[config.mk]
export PLATFORM = sky130hd
export DESIGN_NAME = scl_slave
export DESIGN_NICKNAME = d
export VERILOG_FILES = /design/src/rtl/scl_pkg.sv /design/src/rtl/scl_buf.sv /design/src/rtl/scl_slave.sv
export VERILOG_INCLUDE_DIRS = /design/src /design/src/rtl
export SDC_FILE = /design/constraint.sdc
export NUM_CORES = 1
export LEC_CHECK = 0
export BUFFER_PORTS_ARGS = -buffer_cell sky130_fd_sc_hd__buf_2
export CAP_MARGIN = 20
export CORE_MARGIN = 1.5
export CORE_UTILIZATION = 45
export CTS_CLUSTER_SIZE = 20
export DETAILED_ROUTE_END_ITERATION = 16
export MAX_ROUTING_LAYER = met4
export PLACE_DENSITY = 0.69
export SKIP_CTS_REPAIR_TIMING = 1
export SLEW_MARGIN = 20
export SYNTH_ARGS = -nofsm -noshare
export SYNTH_HDL_FRONTEND = slang
export SYNTH_SLANG_ARGS = --single-unit
[constraint.sdc]
create_clock -name mclk_i -period 2.3 [get_ports mclk_i]
set_clock_uncertainty 0.15 [all_clocks]
set_input_delay 0.46 -clock mclk_i [delete_from_list [all_inputs] [get_ports mclk_i]]
set_output_delay 0.46 -clock mclk_i [all_outputs]
set_load 0.03 [all_outputs]
[src/rtl/scl_defs.svh]
`ifndef SCL_DEFS_SVH
`define SCL_DEFS_SVH

// ****************************************
// status byte layout
// ****************************************
`define SCL_STAT_RDY_HI 7
`define SCL_STAT_RDY_LO 6
`define SCL_STAT_ROUTER 5
`define SCL_STAT_COMM 4
`define SCL_STAT_REJECT 1
`define SCL_STAT_WDT 0
`define SCL_RDY_READY 2'h1
`define SCL_RDY_BUSY 2'h2
`define SCL_RDY_NOCONN 2'h3
`define SCL_STAT_RESET 8'h40

// ****************************************
// transfer framing
// ****************************************
`define SCL_MAX_DATA 5'h0F
`define SCL_ECHO_CMD 8'h01
`define SCL_BUF_DEPTH 2
`define SCL_LAST_BIT 3'h7

`endif

[src/rtl/scl_pkg.sv]
package scl_pkg;

  typedef enum logic [3:0] {
    SCL_IDLE = 4'b0001,
    SCL_ADDR = 4'b0010,
    SCL_ACTIVE = 4'b0100,
    SCL_SKIP = 4'b1000
  } scl_state_t;

endpackage

[src/rtl/scl_buf.sv]
`timescale 1ns/1ps
`default_nettype none
`include "scl_defs.svh"

module scl_buf #(
  parameter int W = 9,
  parameter int DEPTH = `SCL_BUF_DEPTH
) (
  input wire logic mclk_i,
  input wire logic sys_rst_i,
  input wire logic in_valid_i,
  output logic in_ready_o,
  input wire logic [W-1:0] in_data_i,
  output logic out_valid_o,
  input wire logic out_ready_i,
  output logic [W-1:0] out_data_o
);

  localparam int AW = (DEPTH > 1) ? $clog2(DEPTH) : 1;

  logic [W-1:0] mem [DEPTH];
  logic [AW-1:0] wr_ptr, rd_ptr, next_wr_ptr, next_rd_ptr;
  logic [AW:0] count, next_count;
  logic do_wr, do_rd;

  // count is one bit wider than the pointers so that full is distinct
  assign in_ready_o = (count != (AW+1)'(DEPTH));
  assign out_valid_o = (count != '0);
  assign out_data_o = mem[rd_ptr];

  always_comb begin
    do_wr = in_valid_i && in_ready_o;
    do_rd = out_valid_o && out_ready_i;
    next_wr_ptr = wr_ptr;
    next_rd_ptr = rd_ptr;
    if (do_wr) begin
      next_wr_ptr = (wr_ptr == AW'(DEPTH - 1)) ? '0 : wr_ptr + 1'b1;
    end
    if (do_rd) begin
      next_rd_ptr = (rd_ptr == AW'(DEPTH - 1)) ? '0 : rd_ptr + 1'b1;
    end
    next_count = count + (AW+1)'(do_wr) - (AW+1)'(do_rd);
  end

  always_ff @(posedge mclk_i) begin
    if (sys_rst_i) begin
      wr_ptr <= '0;
      rd_ptr <= '0;
      count <= '0;
    end else begin
      wr_ptr <= next_wr_ptr;
      rd_ptr <= next_rd_ptr;
      count <= next_count;
    end
  end

  // storage has no reset; valid is gated by count
  always_ff @(posedge mclk_i) begin
    if (do_wr) begin
      mem[wr_ptr] <= in_data_i;
    end
  end

endmodule
`default_nettype wire

[src/rtl/scl_slave.sv]
`timescale 1ns/1ps
`default_nettype none
`include "scl_defs.svh"

module scl_slave #(
  parameter logic ADDR_EN = 1'b0,
  parameter logic IS_ROUTER = 1'b0,
  parameter logic [7:0] ECHO_CMD = `SCL_ECHO_CMD
) (
  input wire logic mclk_i,
  input wire logic sys_rst_i,
  input wire logic link_clk_i,
  input wire logic link_sel_n_i,
  input wire logic link_mosi_i,
  output logic link_miso_o,
  input wire logic [7:0] node_addr_i,
  output logic [7:0] rx_data_o,
  output logic rx_first_o,
  output logic rx_valid_o,
  input wire logic rx_ready_i,
  input wire logic [7:0] tx_data_i,
  input wire logic tx_valid_i,
  output logic tx_ready_o,
  input wire logic busy_i,
  input wire logic reject_i,
  input wire logic wdt_exp_i,
  output logic selected_o,
  output logic txn_end_o,
  output logic [7:0] status_o
);

  // ****************************************
  // pin synchronisers
  // ****************************************
  logic [2:0] clk_sync;
  logic [1:0] sel_sync, mosi_sync;
  logic sclk_s, sclk_d, sel_s, mosi_s, rise, fall;

  always_ff @(posedge mclk_i) begin
    if (sys_rst_i) begin
      clk_sync <= 3'h0;
      sel_sync <= 2'h0;
      mosi_sync <= 2'h0;
    end else begin
      clk_sync <= {clk_sync[1:0], link_clk_i};
      sel_sync <= {sel_sync[0], ~link_sel_n_i};
      mosi_sync <= {mosi_sync[0], link_mosi_i};
    end
  end

  // stage 1 feeds only stage 2; edges come from stages 2 and 3
  assign sclk_s = clk_sync[1];
  assign sclk_d = clk_sync[2];
  assign sel_s = sel_sync[1];
  assign mosi_s = mosi_sync[1];
  assign rise = sclk_s && !sclk_d;
  assign fall = !sclk_s && sclk_d;

  // ****************************************
  // shift engine
  // ****************************************
  scl_pkg::scl_state_t state, next_state;
  logic [6:0] rx_sh, next_rx_sh;
  logic [7:0] tx_sh, next_tx_sh, status, next_status, rx_byte, reply;
  logic [2:0] bit_cnt, next_bit_cnt;
  logic [4:0] byte_cnt, next_byte_cnt;
  logic loaded, next_loaded, echo, next_echo;
  logic comm_err, next_comm_err, rej, next_rej, end_p, next_end_p;
  logic byte_done, buf_valid, buf_ready, tx_pop;
  logic [8:0] buf_data;

  assign rx_byte = {rx_sh, mosi_s};
  assign byte_done = rise && (bit_cnt == `SCL_LAST_BIT);

  always_comb begin
    next_state = state;
    next_rx_sh = rx_sh;
    next_tx_sh = tx_sh;
    next_status = status;
    next_bit_cnt = bit_cnt;
    next_byte_cnt = byte_cnt;
    next_loaded = loaded;
    next_echo = echo;
    next_comm_err = comm_err;
    next_rej = rej;
    next_end_p = 1'b0;
    buf_valid = 1'b0;
    buf_data = {1'b0, rx_byte};
    tx_pop = 1'b0;
    reply = 8'h00;
    if (!sel_s) begin
      next_state = scl_pkg::SCL_IDLE;
      next_rx_sh = 7'h00;
      next_tx_sh = 8'h00;
      next_bit_cnt = 3'h0;
      next_byte_cnt = 5'h00;
      next_loaded = 1'b0;
      next_echo = 1'b0;
      if (state == scl_pkg::SCL_ACTIVE) begin
        next_end_p = 1'b1;
        next_status[`SCL_STAT_RDY_HI:`SCL_STAT_RDY_LO] =
          busy_i ? `SCL_RDY_BUSY : `SCL_RDY_READY;
        next_status[`SCL_STAT_ROUTER] = IS_ROUTER;
        next_status[`SCL_STAT_COMM] = comm_err || (bit_cnt != 3'h0);
        next_status[3:2] = 2'h0;
        next_status[`SCL_STAT_REJECT] = rej || reject_i;
        next_status[`SCL_STAT_WDT] = wdt_exp_i;
        next_comm_err = 1'b0;
        next_rej = 1'b0;
      end
    end else if (state == scl_pkg::SCL_IDLE) begin
      next_state = ADDR_EN ? scl_pkg::SCL_ADDR : scl_pkg::SCL_ACTIVE;
      next_tx_sh = ADDR_EN ? 8'h00 : status;
      // without ADDR_EN, status bit 7 is on the line before the first rise, so no hold
      next_loaded = 1'b0;
    end else if (state != scl_pkg::SCL_SKIP) begin
      if (rise) begin
        next_rx_sh = rx_byte[6:0];
        next_bit_cnt = bit_cnt + 3'h1;
      end else if (fall) begin
        if (loaded) begin
          next_loaded = 1'b0;
        end else begin
          next_tx_sh = {tx_sh[6:0], 1'b0};
        end
      end
      if (byte_done && state == scl_pkg::SCL_ADDR) begin
        if (rx_byte == node_addr_i) begin
          next_state = scl_pkg::SCL_ACTIVE;
          next_tx_sh = status;
          next_loaded = 1'b1;
        end else begin
          next_state = scl_pkg::SCL_SKIP;
        end
      end else if (byte_done) begin
        buf_valid = 1'b1;
        buf_data = {byte_cnt == 5'h00, rx_byte};
        if (!buf_ready) begin
          next_comm_err = 1'b1;
        end
        if (byte_cnt == 5'h00) begin
          next_echo = (rx_byte == ECHO_CMD);
        end
        if (byte_cnt > `SCL_MAX_DATA) begin
          next_rej = 1'b1;
        end
        if (byte_cnt <= `SCL_MAX_DATA) begin
          next_byte_cnt = byte_cnt + 5'h01;
        end
        if (echo && byte_cnt != 5'h00) begin
          reply = rx_byte;
        end else if (!(byte_cnt == 5'h00 && rx_byte == ECHO_CMD)) begin
          reply = tx_valid_i ? tx_data_i : 8'h00;
          tx_pop = tx_valid_i;
        end
        next_tx_sh = reply;
        next_loaded = 1'b1;
      end
    end
  end

  always_ff @(posedge mclk_i) begin
    if (sys_rst_i) begin
      state <= scl_pkg::SCL_IDLE;
      rx_sh <= 7'h00;
      tx_sh <= 8'h00;
      status <= `SCL_STAT_RESET;
      bit_cnt <= 3'h0;
      byte_cnt <= 5'h00;
      loaded <= 1'b0;
      echo <= 1'b0;
      comm_err <= 1'b0;
      rej <= 1'b0;
      end_p <= 1'b0;
    end else begin
      state <= next_state;
      rx_sh <= next_rx_sh;
      tx_sh <= next_tx_sh;
      status <= next_status;
      bit_cnt <= next_bit_cnt;
      byte_cnt <= next_byte_cnt;
      loaded <= next_loaded;
      echo <= next_echo;
      comm_err <= next_comm_err;
      rej <= next_rej;
      end_p <= next_end_p;
    end
  end

  // ****************************************
  // outputs and receive buffer
  // ****************************************
  // replies on master-in line
  assign link_miso_o = tx_sh[7];
  assign selected_o = (state == scl_pkg::SCL_ACTIVE);
  assign txn_end_o = end_p;
  assign status_o = status;
  assign tx_ready_o = tx_pop;

  // master cannot be stalled, so a full buffer shows as a comm error
  scl_buf #(
    .W(9),
    .DEPTH(`SCL_BUF_DEPTH)
  ) u_rx_buf (
    .mclk_i(mclk_i),
    .sys_rst_i(sys_rst_i),
    .in_valid_i(buf_valid),
    .in_ready_o(buf_ready),
    .in_data_i(buf_data),
    .out_valid_o(rx_valid_o),
    .out_ready_i(rx_ready_i),
    .out_data_o({rx_first_o, rx_data_o})
  );

  // ****************************************
  // checks
  // ****************************************
  chk_idle_reset: assert property (
    @(posedge mclk_i) disable iff (sys_rst_i)
    !sel_s |=> state == scl_pkg::SCL_IDLE && tx_sh == 8'h00 && bit_cnt == 3'h0)
    else $error("shift state not cleared without select");
  chk_select_start: assert property (
    @(posedge mclk_i) disable iff (sys_rst_i)
    state == scl_pkg::SCL_IDLE && sel_s && !ADDR_EN
    |=> selected_o && tx_sh == $past(status))
    else $error("select did not start with old status");
  chk_sel_leave: assert property (
    @(posedge mclk_i) disable iff (sys_rst_i)
    state == scl_pkg::SCL_IDLE && sel_s |=> state != scl_pkg::SCL_IDLE)
    else $error("select did not leave idle");
  chk_status_prev: assert property (
    @(posedge mclk_i) disable iff (sys_rst_i)
    selected_o && !sel_s |=> txn_end_o && status[7:6] != 2'h0)
    else $error("status not latched at transaction end");
  chk_end_clear: assert property (
    @(posedge mclk_i) disable iff (sys_rst_i)
    txn_end_o |-> !rej && !comm_err)
    else $error("error flags not cleared after status latch");
  chk_status_fmt: assert property (
    @(posedge mclk_i) disable iff (sys_rst_i)
    txn_end_o |-> status[5] == IS_ROUTER && status[3:2] == 2'h0)
    else $error("status byte layout wrong");
  chk_status_ready: assert property (
    @(posedge mclk_i) disable iff (sys_rst_i)
    txn_end_o |-> status[0] == $past(wdt_exp_i) && status[7:6] ==
      ($past(busy_i) ? `SCL_RDY_BUSY : `SCL_RDY_READY))
    else $error("status ready or watchdog bits wrong");
  chk_drop_err: assert property (
    @(posedge mclk_i) disable iff (sys_rst_i)
    buf_valid && !buf_ready |=> comm_err)
    else $error("dropped byte not flagged");
  chk_echo_back: assert property (
    @(posedge mclk_i) disable iff (sys_rst_i)
    byte_done && selected_o && echo && byte_cnt != 5'h00 && sel_s
    |=> tx_sh == $past(rx_byte))
    else $error("echo byte not returned");
  chk_len_reject: assert property (
    @(posedge mclk_i) disable iff (sys_rst_i)
    byte_done && selected_o && sel_s && byte_cnt > 5'h0F |=> rej)
    else $error("overlong transfer not rejected");
  chk_msb_first: assert property (
    @(posedge mclk_i) disable iff (sys_rst_i)
    fall && !loaded && sel_s && selected_o
    |=> tx_sh == {$past(tx_sh[6:0]), 1'b0})
    else $error("reply not shifted msb first");
  chk_first_byte: assert property (
    @(posedge mclk_i) disable iff (sys_rst_i)
    buf_valid |-> buf_data[8] == (byte_cnt == 5'h00))
    else $error("command byte marker wrong");
  chk_idle_count: assert property (
    @(posedge mclk_i) disable iff (sys_rst_i)
    state == scl_pkg::SCL_IDLE |-> byte_cnt == 5'h00 && !loaded)
    else $error("byte count not cleared in idle");
  chk_tx_take: assert property (
    @(posedge mclk_i) disable iff (sys_rst_i)
    tx_ready_o |-> byte_done && tx_valid_i && selected_o)
    else $error("reply byte taken outside a byte slot");
  chk_conn_held: assert property (
    @(posedge mclk_i) disable iff (sys_rst_i)
    selected_o && sel_s ##1 sel_s |-> selected_o)
    else $error("connection dropped while selected");
  cov_echo: cover property (@(posedge mclk_i) echo && byte_done);
  cov_reject: cover property (@(posedge mclk_i) txn_end_o && status[1]);
  cov_skip: cover property (@(posedge mclk_i) state == scl_pkg::SCL_SKIP);
  cov_full_buf: cover property (@(posedge mclk_i) buf_valid && !buf_ready);
  cov_busy: cover property (@(posedge mclk_i) txn_end_o && status[7]);

endmodule
`default_nettype wire

==> key figures, run 1 <==
Worst setup path
  • Crit Path Category: reg2out
  • Element type at the critical path end: primary output
  • Critical Path AT: 1890 ps
  • Worst-path fanout max: 5
  • Crit Reg-Reg Endpoint: byte_cnt[4]$_SDFFE_PP0P_
  • Flop-to-flop setup slack: 110 ps
  • Beginning of the critical path: byte_cnt[1]$_SDFFE_PP0P_
  • CP startpoint kind: register
  • CP Data Required Time: 1690 ps
  • Source of the worst register-to-register timing path: byte_cnt[0]$_SDFFE_PP0P_
  • Worst setup path end: tx_ready_o
  • Worst reg-to-reg path cell count: 7

Synth
  • Simple-gate share of the synthesized area: 17.8%
  • Mean Syn Cell Area: 10.7 µm²
  • Cell area after synthesis: 0.00279 mm²
  • Syn Inst Count: 261
  • Top cell types by occurrence after synthesis: 47 x sky130_fd_sc_hd__dfxtp_1, 28 x sky130_fd_sc_hd__nand2_1, 19 x sky130_fd_sc_hd__nor2_1
  • Post-synthesis async set-or-reset flop share: 0%
  • Number of distinct library cells after synthesis: 50
  • Dominant combinational cell family by area after synthesis: simple AND/OR/NAND/NOR gates
  • YS warnings: 0
  • Synth Area in Compound Gates: 14.7%
  • Library cell with the highest instance count after synthesis: sky130_fd_sc_hd__dfxtp_1
  • FF+latch count, synth: 65
  • Cell type with the highest aggregate area in the netlist: sky130_fd_sc_hd__dfxtp_1
  • Multiplexer share of the synthesized area: 4.40%
  • Post-synthesis share of cell area spent on xor and xnor gates: 2.20%
  • Primary flip-flop cell chosen by synthesis mapping: sky130_fd_sc_hd__dfxtp_1
  • Main area contributors after synthesis: sky130_fd_sc_hd__dfxtp_1 34%, sky130_fd_sc_hd__edfxtp_1 19%, sky130_fd_sc_hd__mux2_2 4.0%
  • Part of the Yosys area used for sequential elements: 53.1%
  • Share of synthesized cell area in full adder, half adder and majority cells: 3.59%
  • Fraction of synthesized cell area taken by the top area cell type: 33.7%
  • Number of enable-type register cells in the synthesized netlist: 18

Final layout
  • Proportion of layout cells with a drive suffix above 1: 32.2%
  • End-of-flow core utilization: 58.3%
  • Antenna cells: 0
  • Layout Cell Area excl Fill: 0.00347 mm²
  • P&R area growth vs syn: 24.6%
  • Final net count: 349

CTS
  • Reg clk slew, reported paths: 70 ps
  • Master cell of the clock root buffer: sky130_fd_sc_hd__clkbuf_8
  • Clock network latency to the later pin of the worst-skew pair: 350 ps
  • H-tree depth: 3
  • CTS tree: yes
  • Number of buffers created by CTS: 9
  • Bufs on Longest Clock Path: 2
  • Clock sink total: 65

Placed design
  • Detailed placer's ending HPWL: 4130 µm
  • Placement-stage worst setup slack: 72.5 ps
  • Count of buffers from port buffering: 36
  • RePlAce Congestion: 0.794
  • Placed instance area: 0.00312 mm²

Power
  • Proportion of power drawn by combinational gates: 5.8%
  • Areal power density over the cells: 795 mW/mm²
  • Net switching fraction of the power: 20.4%
  • Cell-internal power: 2200 µW
  • Total design power: 2760 µW
  • Clock network fraction of design power: 50.4%
  • Proportion of power drawn by flip-flops and latches: 43.8%
  • Switching power: 564 µW
  • Leakage dissipation: 0.00132 µW
  • Maximum ir drop on the vdd rail: 399 µV

Flow run
  • Number of max-cap violations: 0

Detailed routing
  • DR vias/cell: 5.42
  • Final wirelength: 5920 µm
  • # DRC: 0
  • Wire per inst: 15.0 µm
  • Detailed-routing iteration count for the pre-antenna-repair pass: 4
  • Antenna-violating nets left: 0
  • Via count: 2139
  • DRC violation total after the first TritonRoute iteration: 125

Floorplanning
  • Floorplan die height: 81.7 µm
  • Width of the chip: 81.7 µm
  • Initial Util: 46.8%
  • Area of the core: 0.00596 mm²
  • Die outline area: 0.00668 mm²
  • Num ports: 48
  • Total number of placement rows: 28

GRT
  • Global router's overall resource usage: 20.3%
  • Initial antenna violation count: 0
  • First-pass GRT wire length: 9550 µm
  • Via count of the first global-routing pass: 1976
  • Largest net degree at the start of global routing: 17
  • GRT Residual Overflow: 0

Hold path
  • Worst min-delay path class: in2reg

STA
  • Number of endpoints with negative hold slack in the final report: 0
  • Unrepaired setup endpoints after global routing: true
  • Measured slew at the worst slew-check pin: 624 ps
  • Slew Limit Headroom: 58.4%
  • Worst setup slack after layout: -197 ps
  • Final period demand of the worst path: 2500 ps
  • Highest clock frequency the design can meet: 401 MHz
  • Count of endpoints failing setup in the final report: 1
  • Number of slew-limit violations in the final report: 0
  • Crit share post-route: 109%

Outcome
  • Failing checks: setup timing
  • Outcome: finished, violations left
sequential cells by signal, indices dropped and copies added (netlist names), named ones only:
name / cells
txn_end_o: 1
u_rx_buf.wr_ptr: 1
u_rx_buf.mem: 18
state: 2
echo: 1
byte_cnt: 5
rej: 1
loaded: 1
tx_sh: 8
u_rx_buf.count: 2
sel_sync: 2
status_o: 5
comm_err: 1
clk_sync: 3
mosi_sync: 2
bit_cnt: 3
rx_sh: 7
u_rx_buf.rd_ptr: 1
through the flow:
step	hold slack (ps)	setup TNS, ps	instances
after detailed placement	273	0	375
after global placement	268	0	375
after CTS	97.1	-310	391
final	105	-197	395
after floorplan	264	-5.67	263
after global routing	92.1	-272	395
power groups by stage:
stage / clock, µW / sequential (µW) / combinational [µW]
after floorplan: 0 / 1220 / 121
after global placement: 0 / 1240 / 156
after detailed placement: 0 / 1240 / 160
after CTS: 1400 / 1210 / 160
after global routing: 1460 / 1210 / 177
final: 1390 / 1210 / 162
routing by layer:
metal	track usage, %	up-vias	share of wire [%]
met2	32.7	62	49
met4	8.81	0	2.1
met3	5.00	12	4.5
met1	24.0	1015	45
li1	-	1050	-
met5	-	-	0
worst max-delay path: stages, from the launching register on:
cell and delay, ps:
sky130_fd_sc_hd__dfxtp_4 360, sky130_fd_sc_hd__inv_4 50, sky130_fd_sc_hd__ha_4 110, sky130_fd_sc_hd__or4b_4 500, sky130_fd_sc_hd__a21boi_4 180, sky130_fd_sc_hd__nand2_1 70, sky130_fd_sc_hd__nor2_2 130, sky130_fd_sc_hd__buf_6 140
cell families after synthesis:
kind of cell,count (synthesis)
buffers and inverters,22
adders and majority gates,8
and+or+nand+nor,96
xor gates and xnor gates,7
other,1
DFF,65
AOI/OAI and AO/OA,51
muxes,11
cell usage in the layout (no fill, tap or decap), types with 4 or more instances in the layout:
cell | synthesis | final
sky130_fd_sc_hd__buf_4 | 3 | 17
sky130_fd_sc_hd__bufinv_16 | 0 | 5
sky130_fd_sc_hd__clkbuf_8 | 0 | 9
sky130_fd_sc_hd__nand2_1 | 28 | 28
sky130_fd_sc_hd__xnor2_1 | 5 | 5
sky130_fd_sc_hd__buf_2 | 4 | 35
sky130_fd_sc_hd__dfxtp_1 | 47 | 45
sky130_fd_sc_hd__o211ai_1 | 4 | 4
sky130_fd_sc_hd__a221oi_1 | 5 | 5
sky130_fd_sc_hd__nor2_1 | 19 | 18
sky130_fd_sc_hd__a31oi_1 | 4 | 4
sky130_fd_sc_hd__o21ai_0 | 6 | 6
sky130_fd_sc_hd__edfxtp_1 | 18 | 18
sky130_fd_sc_hd__a21oi_1 | 13 | 13
sky130_fd_sc_hd__mux2_2 | 10 | 10
sky130_fd_sc_hd__a221oi_2 | 7 | 7
sky130_fd_sc_hd__ha_1 | 8 | 7
sky130_fd_sc_hd__nor2b_1 | 10 | 10
sky130_fd_sc_hd__inv_1 | 9 | 7
sky130_fd_sc_hd__nand3_1 | 11 | 11
sky130_fd_sc_hd__nand4_1 | 4 | 4
worst min path at each step:
stage / from / endpoint / slack (ps) / cells past startpoint
finish: link_sel_n_i / sel_sync[0]$_SDFF_PP0_ / 110 / 2
global route: link_sel_n_i / sel_sync[0]$_SDFF_PP0_ / 90 / 2
detailed placement: mosi_sync[0]$_SDFF_PP0_ / mosi_sync[1]$_SDFF_PP0_ / 270 / 1
global placement: sel_sync[0]$_SDFF_PP0_ / sel_sync[1]$_SDFF_PP0_ / 270 / 1
CTS: link_sel_n_i / sel_sync[0]$_SDFF_PP0_ / 100 / 2
floorplan: clk_sync[0]$_SDFF_PP0_ / clk_sync[1]$_SDFF_PP0_ / 260 / 1
final cells by class:
class	count	area [µm²]
clock inverter	7	166
fill	538	2480
sequential	65	1490
timing repair buffer	54	334
inverter	9	38.8
tap	75	93.8
multi-input combinational	176	1230
clock buffer	9	124
No activity file was read; power rests on OpenSTA's default activity.
==> run 2: changes to the inputs <==
Settings changed: CELL_PAD_IN_SITES_DETAIL_PLACEMENT set to 0, CELL_PAD_IN_SITES_GLOBAL_PLACEMENT set to 1, CORE_UTILIZATION 45 to 39, PLACE_DENSITY 0.69 to not set, PLACE_DENSITY_LB_ADDON set to 0.1, SYNTH_HIERARCHICAL set to 1.
==> run 2 against run 1 <==
  * The flow still finishes with violations (setup timing)
  * Area after synthesis up 1.7%
  * Critical path depth unchanged
  * Non-clock buffer count up 3
  * Die area up 17%
  * Design area up 2.9%
  * Synthesized cell count up 2.7%
  * Worst setup slack better by 36 ps
  * Register-to-register slack about the same
  * Clock power down 17%
  * Utilization down 6.6 points
  * Sequential cell count unchanged
==> key figures, run 2 <==
Outcome
  • Outcome: finished, violations left
  • Failing checks: setup timing

Synth
  • Primary flip-flop cell chosen by synthesis mapping: sky130_fd_sc_hd__dfxtp_1
  • FF+latch count, synth: 65 (unchanged)
  • Top cell types by occurrence after synthesis: 47 x sky130_fd_sc_hd__dfxtp_1, 34 x sky130_fd_sc_hd__nor2_1, 18 x sky130_fd_sc_hd__edfxtp_1
  • Number of distinct library cells after synthesis: 53 (+6.0%)
  • YS warnings: 6 (+6)
  • Part of the Yosys area used for sequential elements: 52.2% (-0.91 points)
  • Post-synthesis async set-or-reset flop share: 0% (unchanged)
  • Cell area after synthesis: 0.00284 mm² (+1.7%)
  • Number of enable-type register cells in the synthesized netlist: 18 (unchanged)
  • Main area contributors after synthesis: sky130_fd_sc_hd__dfxtp_1 33%, sky130_fd_sc_hd__edfxtp_1 19%, sky130_fd_sc_hd__nor2_1 4.5%
  • Mean Syn Cell Area: 10.6 µm² (-0.91%)
  • Syn Inst Count: 268 (+2.7%)
  • Library cell with the highest instance count after synthesis: sky130_fd_sc_hd__dfxtp_1
  • Cell type with the highest aggregate area in the netlist: sky130_fd_sc_hd__dfxtp_1
  • Fraction of synthesized cell area taken by the top area cell type: 33.2% (-0.58 points)

Floorplanning
  • Area of the core: 0.00691 mm² (+16%)
  • Width of the chip: 88.3 µm (+8.0%)
  • Initial Util: 41.1% (-5.7 points)
  • Die outline area: 0.00780 mm² (+17%)
  • Num ports: 48 (unchanged)
  • Floorplan die height: 88.3 µm (+8.0%)
  • Total number of placement rows: 30 (+7.1%)

GRT
  • Via count of the first global-routing pass: 2075 (+5.0%)
  • First-pass GRT wire length: 9890 µm (+3.5%)
  • Initial antenna violation count: 0 (unchanged)
  • Largest net degree at the start of global routing: 23 (+6)
  • GRT Residual Overflow: 0 (unchanged)
  • Global router's overall resource usage: 17.4% (-2.9 points)

Detailed routing
  • DRC violation total after the first TritonRoute iteration: 101 (-19%)
  • # DRC: 0 (unchanged)
  • Detailed-routing iteration count for the pre-antenna-repair pass: 5 (+1)
  • Final wirelength: 6060 µm (+2.3%)
  • Via count: 2135 (-0.19%)
  • Wire per inst: 14.3 µm (-4.9%)
  • Antenna-violating nets left: 0 (unchanged)
  • DR vias/cell: 5.02 (-7.2%)

Final layout
  • End-of-flow core utilization: 51.8% (-6.6 points)
  • Antenna cells: 0 (unchanged)
  • Final net count: 357 (+2.3%)
  • P&R area growth vs syn: 26.0%
  • Proportion of layout cells with a drive suffix above 1: 33.4% (+1.2 points)
  • Leading registers by flop count: u_rx_buf/mem (18), tx_sh (8), rx_sh (7)
  • Most flop-heavy register: u_rx_buf/mem
  • Layout Cell Area excl Fill: 0.00358 mm² (+2.9%)
  • Number of flip-flops under the largest register name: 18 (unchanged)
  • Most used cells in the layout excluding fill and tap cells: 43 x sky130_fd_sc_hd__dfxtp_1, 35 x sky130_fd_sc_hd__buf_2, 32 x sky130_fd_sc_hd__nor2_1
  • Most common cell after layout, fill and taps aside: sky130_fd_sc_hd__dfxtp_1

Placed design
  • Placed instance area: 0.00324 mm² (+4.0%)
  • RePlAce Congestion: 0.737 (-7.2%)
  • Count of buffers from port buffering: 36 (unchanged)
  • Detailed placer's ending HPWL: 4310 µm (+4.4%)

Flow run
  • Number of max-cap violations: 0 (unchanged)

Power
  • Leakage dissipation: 0.00134 µW (+1.3%)
  • Proportion of power drawn by combinational gates: 3.6% (-2.2 points)
  • Cell-internal power: 1930 µW (-12%)
  • Maximum ir drop on the vdd rail: 346 µV (-13%)
  • Clock network fraction of design power: 47.4% (-3.0 points)
  • Switching power: 481 µW (-15%)
  • Areal power density over the cells: 675 mW/mm² (-15%)
  • Proportion of power drawn by flip-flops and latches: 48.9% (+5.1 points)
  • Net switching fraction of the power: 19.9% (-0.50 points)
  • Total design power: 2410 µW (-13%)

CTS
  • Master cell of the clock root buffer: sky130_fd_sc_hd__clkbuf_8
  • H-tree depth: 3 (unchanged)
  • Number of buffers created by CTS: 9 (unchanged)
  • Bufs on Longest Clock Path: 2 (unchanged)
  • Clock network latency to the later pin of the worst-skew pair: 330 ps (-20 ps)
  • Clock sink total: 65 (unchanged)
  • CTS tree: yes
  • Reg clk slew, reported paths: 70 ps (about the same)

STA
  • Worst Hold Margin: 117 ps (+11.7 ps)
  • Number of slew-limit violations in the final report: 0 (unchanged)
  • Count of endpoints failing setup in the final report: 1 (unchanged)
  • Slew Limit Headroom: 64.6% (+6.3 points)
  • Crit share post-route: 107% (-1.6 points)
  • Number of endpoints with negative hold slack in the final report: 0 (unchanged)
  • Measured slew at the worst slew-check pin: 523 ps (-101 ps)
  • Unrepaired setup endpoints after global routing: true
  • Worst setup slack after layout: -161 ps (+35.7 ps)
  • Final period demand of the worst path: 2460 ps (-35.7 ps)
  • Highest clock frequency the design can meet: 406 MHz (+1.5%)

Worst setup path
  • Worst-path fanout max: 2 (-3)
  • Source of the worst register-to-register timing path: bit_cnt[1]$_SDFFE_PP0P_
  • Crit Reg-Reg Endpoint: u_rx_buf/count[0]$_SDFF_PP0_
  • Beginning of the critical path: byte_cnt[0]$_SDFFE_PP0P_
  • Flop-to-flop setup slack: 100 ps (about the same)
  • Crit Path Category: reg2out
  • Element type at the critical path end: primary output
  • Worst setup path end: tx_ready_o
  • Worst reg-to-reg path cell count: 11 (+4)
  • CP startpoint kind: register
  • CP Data Required Time: 1690 ps (about the same)
  • Critical Path AT: 1850 ps (-40 ps)

Hold path
  • Worst min-delay path class: in2reg
run 2: changes by cell type in the layout (fill, tap and decap cells not counted), moves of 4 or more:
cell / delta
sky130_fd_sc_hd__o21ai_0: +5
sky130_fd_sc_hd__a311oi_1: +7
sky130_fd_sc_hd__nand2_1: -19
sky130_fd_sc_hd__mux2i_1: +10
sky130_fd_sc_hd__a221oi_2: -6
sky130_fd_sc_hd__a21oi_1: -4
sky130_fd_sc_hd__a221oi_1: -5
sky130_fd_sc_hd__nor2_1: +14
sky130_fd_sc_hd__ha_1: -4
sky130_fd_sc_hd__o31a_1: +4
run 2: critical path: stages (launching register included):
cell and delay (ps):
sky130_fd_sc_hd__dfxtp_2 330, sky130_fd_sc_hd__inv_2 70, sky130_fd_sc_hd__ha_4 130, sky130_fd_sc_hd__or4b_4 480, sky130_fd_sc_hd__a21boi_4 140, sky130_fd_sc_hd__nand2_1 70, sky130_fd_sc_hd__nor2_2 150, sky130_fd_sc_hd__buf_6 150
run 2: logic make-up after synthesis:
| group | count (synthesis) | synth area share (%) |
|---|---|---|
| other cells | 1 | 0.132 |
| xor+xnor | 4 | 1.23 |
| simple gates | 94 | 18.0 |
| buf+inv | 22 | 3.48 |
| fa+ha+maj | 7 | 3.09 |
| flops | 65 | 52.2 |
| compound gates | 53 | 13.6 |
| mux | 22 | 8.25 |
run 2: worst min path at each step:
stage | cells past startpoint | start | end
finish | 2 | link_sel_n_i | sel_sync[0]$_SDFF_PP0_
global route | 2 | link_sel_n_i | sel_sync[0]$_SDFF_PP0_
CTS | 2 | link_sel_n_i | sel_sync[0]$_SDFF_PP0_
detailed placement | 1 | sel_sync[0]$_SDFF_PP0_ | sel_sync[1]$_SDFF_PP0_
global placement | 1 | sel_sync[0]$_SDFF_PP0_ | sel_sync[1]$_SDFF_PP0_
floorplan | 1 | clk_sync[0]$_SDFF_PP0_ | clk_sync[1]$_SDFF_PP0_
run 2: area by class of cell:
class	count	area (µm²)
Inverter	8	35.0
Timing Repair Buffer	57	373
Sequential cell	65	1490
Clock inverter	5	104
Fill cell	692	3330
Clock buffer	11	131
Multi-Input combinational cell	183	1320
Tap cell	96	120
run 2: routing by layer:
layer / track usage, % / vias up / part of all wire, %
met5: - / - / 0
met3: 3.64 / 6 / 3.6
met2: 26.3 / 48 / 46
li1: - / 1080 / -
met1: 23.4 / 1001 / 49
met4: 5.54 / 0 / 0.94
run 2: stage by stage:
step / cells / TNS [ps] / worst slack, ps
after global routing: 425 / -241 / -225
after CTS: 421 / -255 / -255
final: 425 / -161 / -161
after detailed placement: 405 / 0 / 32.7
after floorplan: 270 / 0 / 45.1
after global placement: 405 / 0 / 70.6
run 2: power by group through the flow:
| stage | Sequential (µW) | Combinational, µW | Clock (µW) |
|---|---|---|---|
| after floorplan | 1210 | 54.9 | 0 |
| after global placement | 1210 | 88.0 | 0 |
| after detailed placement | 1210 | 87.7 | 0 |
| after CTS | 1180 | 87.9 | 1170 |
| after global routing | 1180 | 96.8 | 1220 |
| final | 1180 | 87.5 | 1150 |
==> run 3: changes to the inputs <==
Clock period 2.3 ns to 2.1 ns, I/O delays scaled along.
==> run 3 against run 2 <==
  * The run still ends with setup timing left
  * Sequential cell count is the same
  * Utilization up 0.82 points
  * Die area unchanged
  * Critical endpoint unchanged
  * Largest cell class unchanged
==> key figures, run 3 (synthesis gave the netlist of run 2 again) <==
Worst setup path
  • Critical Path AT: 1810 ps (-40 ps)
  • CP Data Required Time: 1530 ps (-160 ps)
  • Crit Path Category: reg2out
  • Worst-path fanout max: 2 (unchanged)
  • CP startpoint kind: register
  • Element type at the critical path end: primary output

STA
  • Number of slew-limit violations in the final report: 0 (unchanged)
  • Highest clock frequency the design can meet: 420 MHz
  • Crit share post-route: 113%
  • Accumulated negative setup slack: -283 ps (-122 ps)
  • Number of endpoints with negative hold slack in the final report: 0 (unchanged)
  • Count of endpoints failing setup in the final report: 1 (unchanged)
  • Unrepaired setup endpoints after global routing: true
  • Worst setup slack after layout: -283 ps (-122 ps)
  • Final period demand of the worst path: 2380 ps

Final layout
  • End-of-flow core utilization: 52.6% (+0.82 points)
  • Antenna cells: 0 (unchanged)
  • Layout Cell Area excl Fill: 0.00363 mm² (+1.6%)
  • Leading registers by flop count: u_rx_buf/mem (18), tx_sh (8), rx_sh (7)
  • Final net count: 368 (+3.1%)
  • Most common cell after layout, fill and taps aside: sky130_fd_sc_hd__dfxtp_1
  • Proportion of layout cells with a drive suffix above 1: 38.5% (+5.1 points)
  • P&R area growth vs syn: 28.0%
  • Most used cells in the layout excluding fill and tap cells: 42 x sky130_fd_sc_hd__dfxtp_1, 35 x sky130_fd_sc_hd__buf_2, 32 x sky130_fd_sc_hd__nor2_1
  • Number of filler cells placed in the layout: 700 (+1.2%)
  • Most flop-heavy register: u_rx_buf/mem
  • Number of flip-flops under the largest register name: 18 (unchanged)
  • Final cell count without fillers: 436 (+2.6%)

CTS
  • Clock sink total: 65 (unchanged)
  • H-tree depth: 3 (unchanged)
  • Clock network latency to the later pin of the worst-skew pair: 340 ps (about the same)
  • Master cell of the clock root buffer: sky130_fd_sc_hd__clkbuf_8
  • Reg clk slew, reported paths: 70 ps (about the same)
  • Bufs on Longest Clock Path: 2 (unchanged)
  • CTS tree: yes
  • Number of buffers created by CTS: 9 (unchanged)

Floorplanning
  • Area of the core: 0.00691 mm² (unchanged)
  • Die outline area: 0.00780 mm² (unchanged)
  • Total number of placement rows: 30 (unchanged)
  • Initial Util: 41.1% (unchanged)
  • Width of the chip: 88.3 µm (unchanged)
  • Num ports: 48 (unchanged)
  • Floorplan die height: 88.3 µm (unchanged)

Detailed routing
  • Detailed-routing iteration count for the pre-antenna-repair pass: 4 (-1)
  • Wire per inst: 14.4 µm (+0.97%)
  • DRC violation total after the first TritonRoute iteration: 105 (+4.0%)
  • Antenna-violating nets left: 0 (unchanged)
  • # DRC: 0 (unchanged)
  • Final wirelength: 6280 µm (+3.6%)
  • Via count: 2226 (+4.3%)
  • DR vias/cell: 5.11 (+1.6%)

Outcome
  • Failing checks: setup timing
  • Outcome: finished, violations left

Power
  • Areal power density over the cells: 646 mW/mm² (-4.4%)
  • Net switching fraction of the power: 24.6% (+4.7 points)
  • Leakage dissipation: 0.00137 µW (+2.4%)
  • Cell-internal power: 1770 µW (-8.5%)
  • Proportion of power drawn by combinational gates: 4.4% (+0.8 points)
  • Proportion of power drawn by flip-flops and latches: 55.2% (+6.3 points)
  • Switching power: 577 µW (+20%)
  • Total design power: 2350 µW (-2.8%)
  • Maximum ir drop on the vdd rail: 513 µV (+49%)
  • Clock network fraction of design power: 40.4% (-7.0 points)

GRT
  • First-pass GRT wire length: 10000 µm (+1.2%)
  • Largest net degree at the start of global routing: 16 (-30%)
  • Via count of the first global-routing pass: 2029 (-2.2%)
  • GRT Residual Overflow: 0 (unchanged)
  • Global router's overall resource usage: 17.8% (+0.45 points)
  • Initial antenna violation count: 0 (unchanged)

Placed design
  • RePlAce Congestion: 0.785 (+6.6%)
  • Count of buffers from port buffering: 36 (unchanged)
  • Placed instance area: 0.00338 mm² (+4.2%)
  • # placed instances: 417 (+3.0%)
  • Detailed placer's ending HPWL: 4590 µm (+6.5%)

Hold path
  • Worst min-delay path class: in2reg

Flow run
  • Number of max-cap violations: 0 (unchanged)
[run 3: changes by cell type in the layout (fill, tap and decap cells not counted), moves of 2 or more]
cell and change:
sky130_fd_sc_hd__bufinv_16 -3, sky130_fd_sc_hd__ha_1 -2, sky130_fd_sc_hd__nor2_4 +2, sky130_fd_sc_hd__clkinvlp_4 +2, sky130_fd_sc_hd__nor2_2 -2, sky130_fd_sc_hd__dfxtp_2 +2
sky130_fd_sc_hd__clkbuf_1 -2, sky130_fd_sc_hd__buf_4 +13
[run 3: per-stage QoR]
stage | worst slack (ps) | hold slack [ps]
final | -283 | 64.3
after global routing | -379 | 54.1
after CTS | -400 | 53.8
after detailed placement | -14.5 | 276
after global placement | -13.9 | 268
after floorplan | -28.6 | 264
[run 3: power by group through the flow]
stage	Combinational [µW]	Sequential [µW]	Clock (µW)
2_1_floorplan	61.4	1320	0
3_3_place_gp	103	1320	0
3_5_place_dp	103	1320	0
4_1_cts	104	1290	979
5_1_grt	114	1290	1030
6_report	104	1290	948
[run 3: routing by layer]
layer	global-route usage [%]	vias to the layer above	share of wire (%)
met5	-	-	0
met3	5.41	9	3.9
met4	6.11	0	1.3
met1	22.2	1068	48
li1	-	1112	-
met2	27.6	37	47
[run 3: layout make-up]
class	count	area (µm²)	area share (%)
clock buffers	9	124	3.41
flip-flops and latches	65	1490	41.0
well taps	96	120	3.31
inverters	8	32.5	0.896
repair buffers	68	439	12.1
multi-input cells	183	1370	37.8
clock inverters	7	55.1	1.52
[run 3: final timing paths]
kind	from	endpoint	slack (ps)	cells past startpoint
setup reg to reg	bit_cnt[1]$_SDFFE_PP0P_	u_rx_buf/count[1]$_SDFF_PP0_	80	11
hold / removal	link_sel_n_i	sel_sync[0]$_SDFF_PP0_	60	2
setup / recovery	byte_cnt[0]$_SDFFE_PP0P_	tx_ready_o	-280	7
hold reg to reg	sel_sync[0]$_SDFF_PP0_	sel_sync[1]$_SDFF_PP0_	290	1
[run 3: worst max-delay path: stages (launching register included)]
cell,delay (ps)
sky130_fd_sc_hd__dfxtp_2,320
sky130_fd_sc_hd__inv_2,60
sky130_fd_sc_hd__ha_4,120
sky130_fd_sc_hd__or4b_4,480
sky130_fd_sc_hd__a21boi_4,180
sky130_fd_sc_hd__nand2_2,70
sky130_fd_sc_hd__nor2_4,100
sky130_fd_sc_hd__buf_6,140
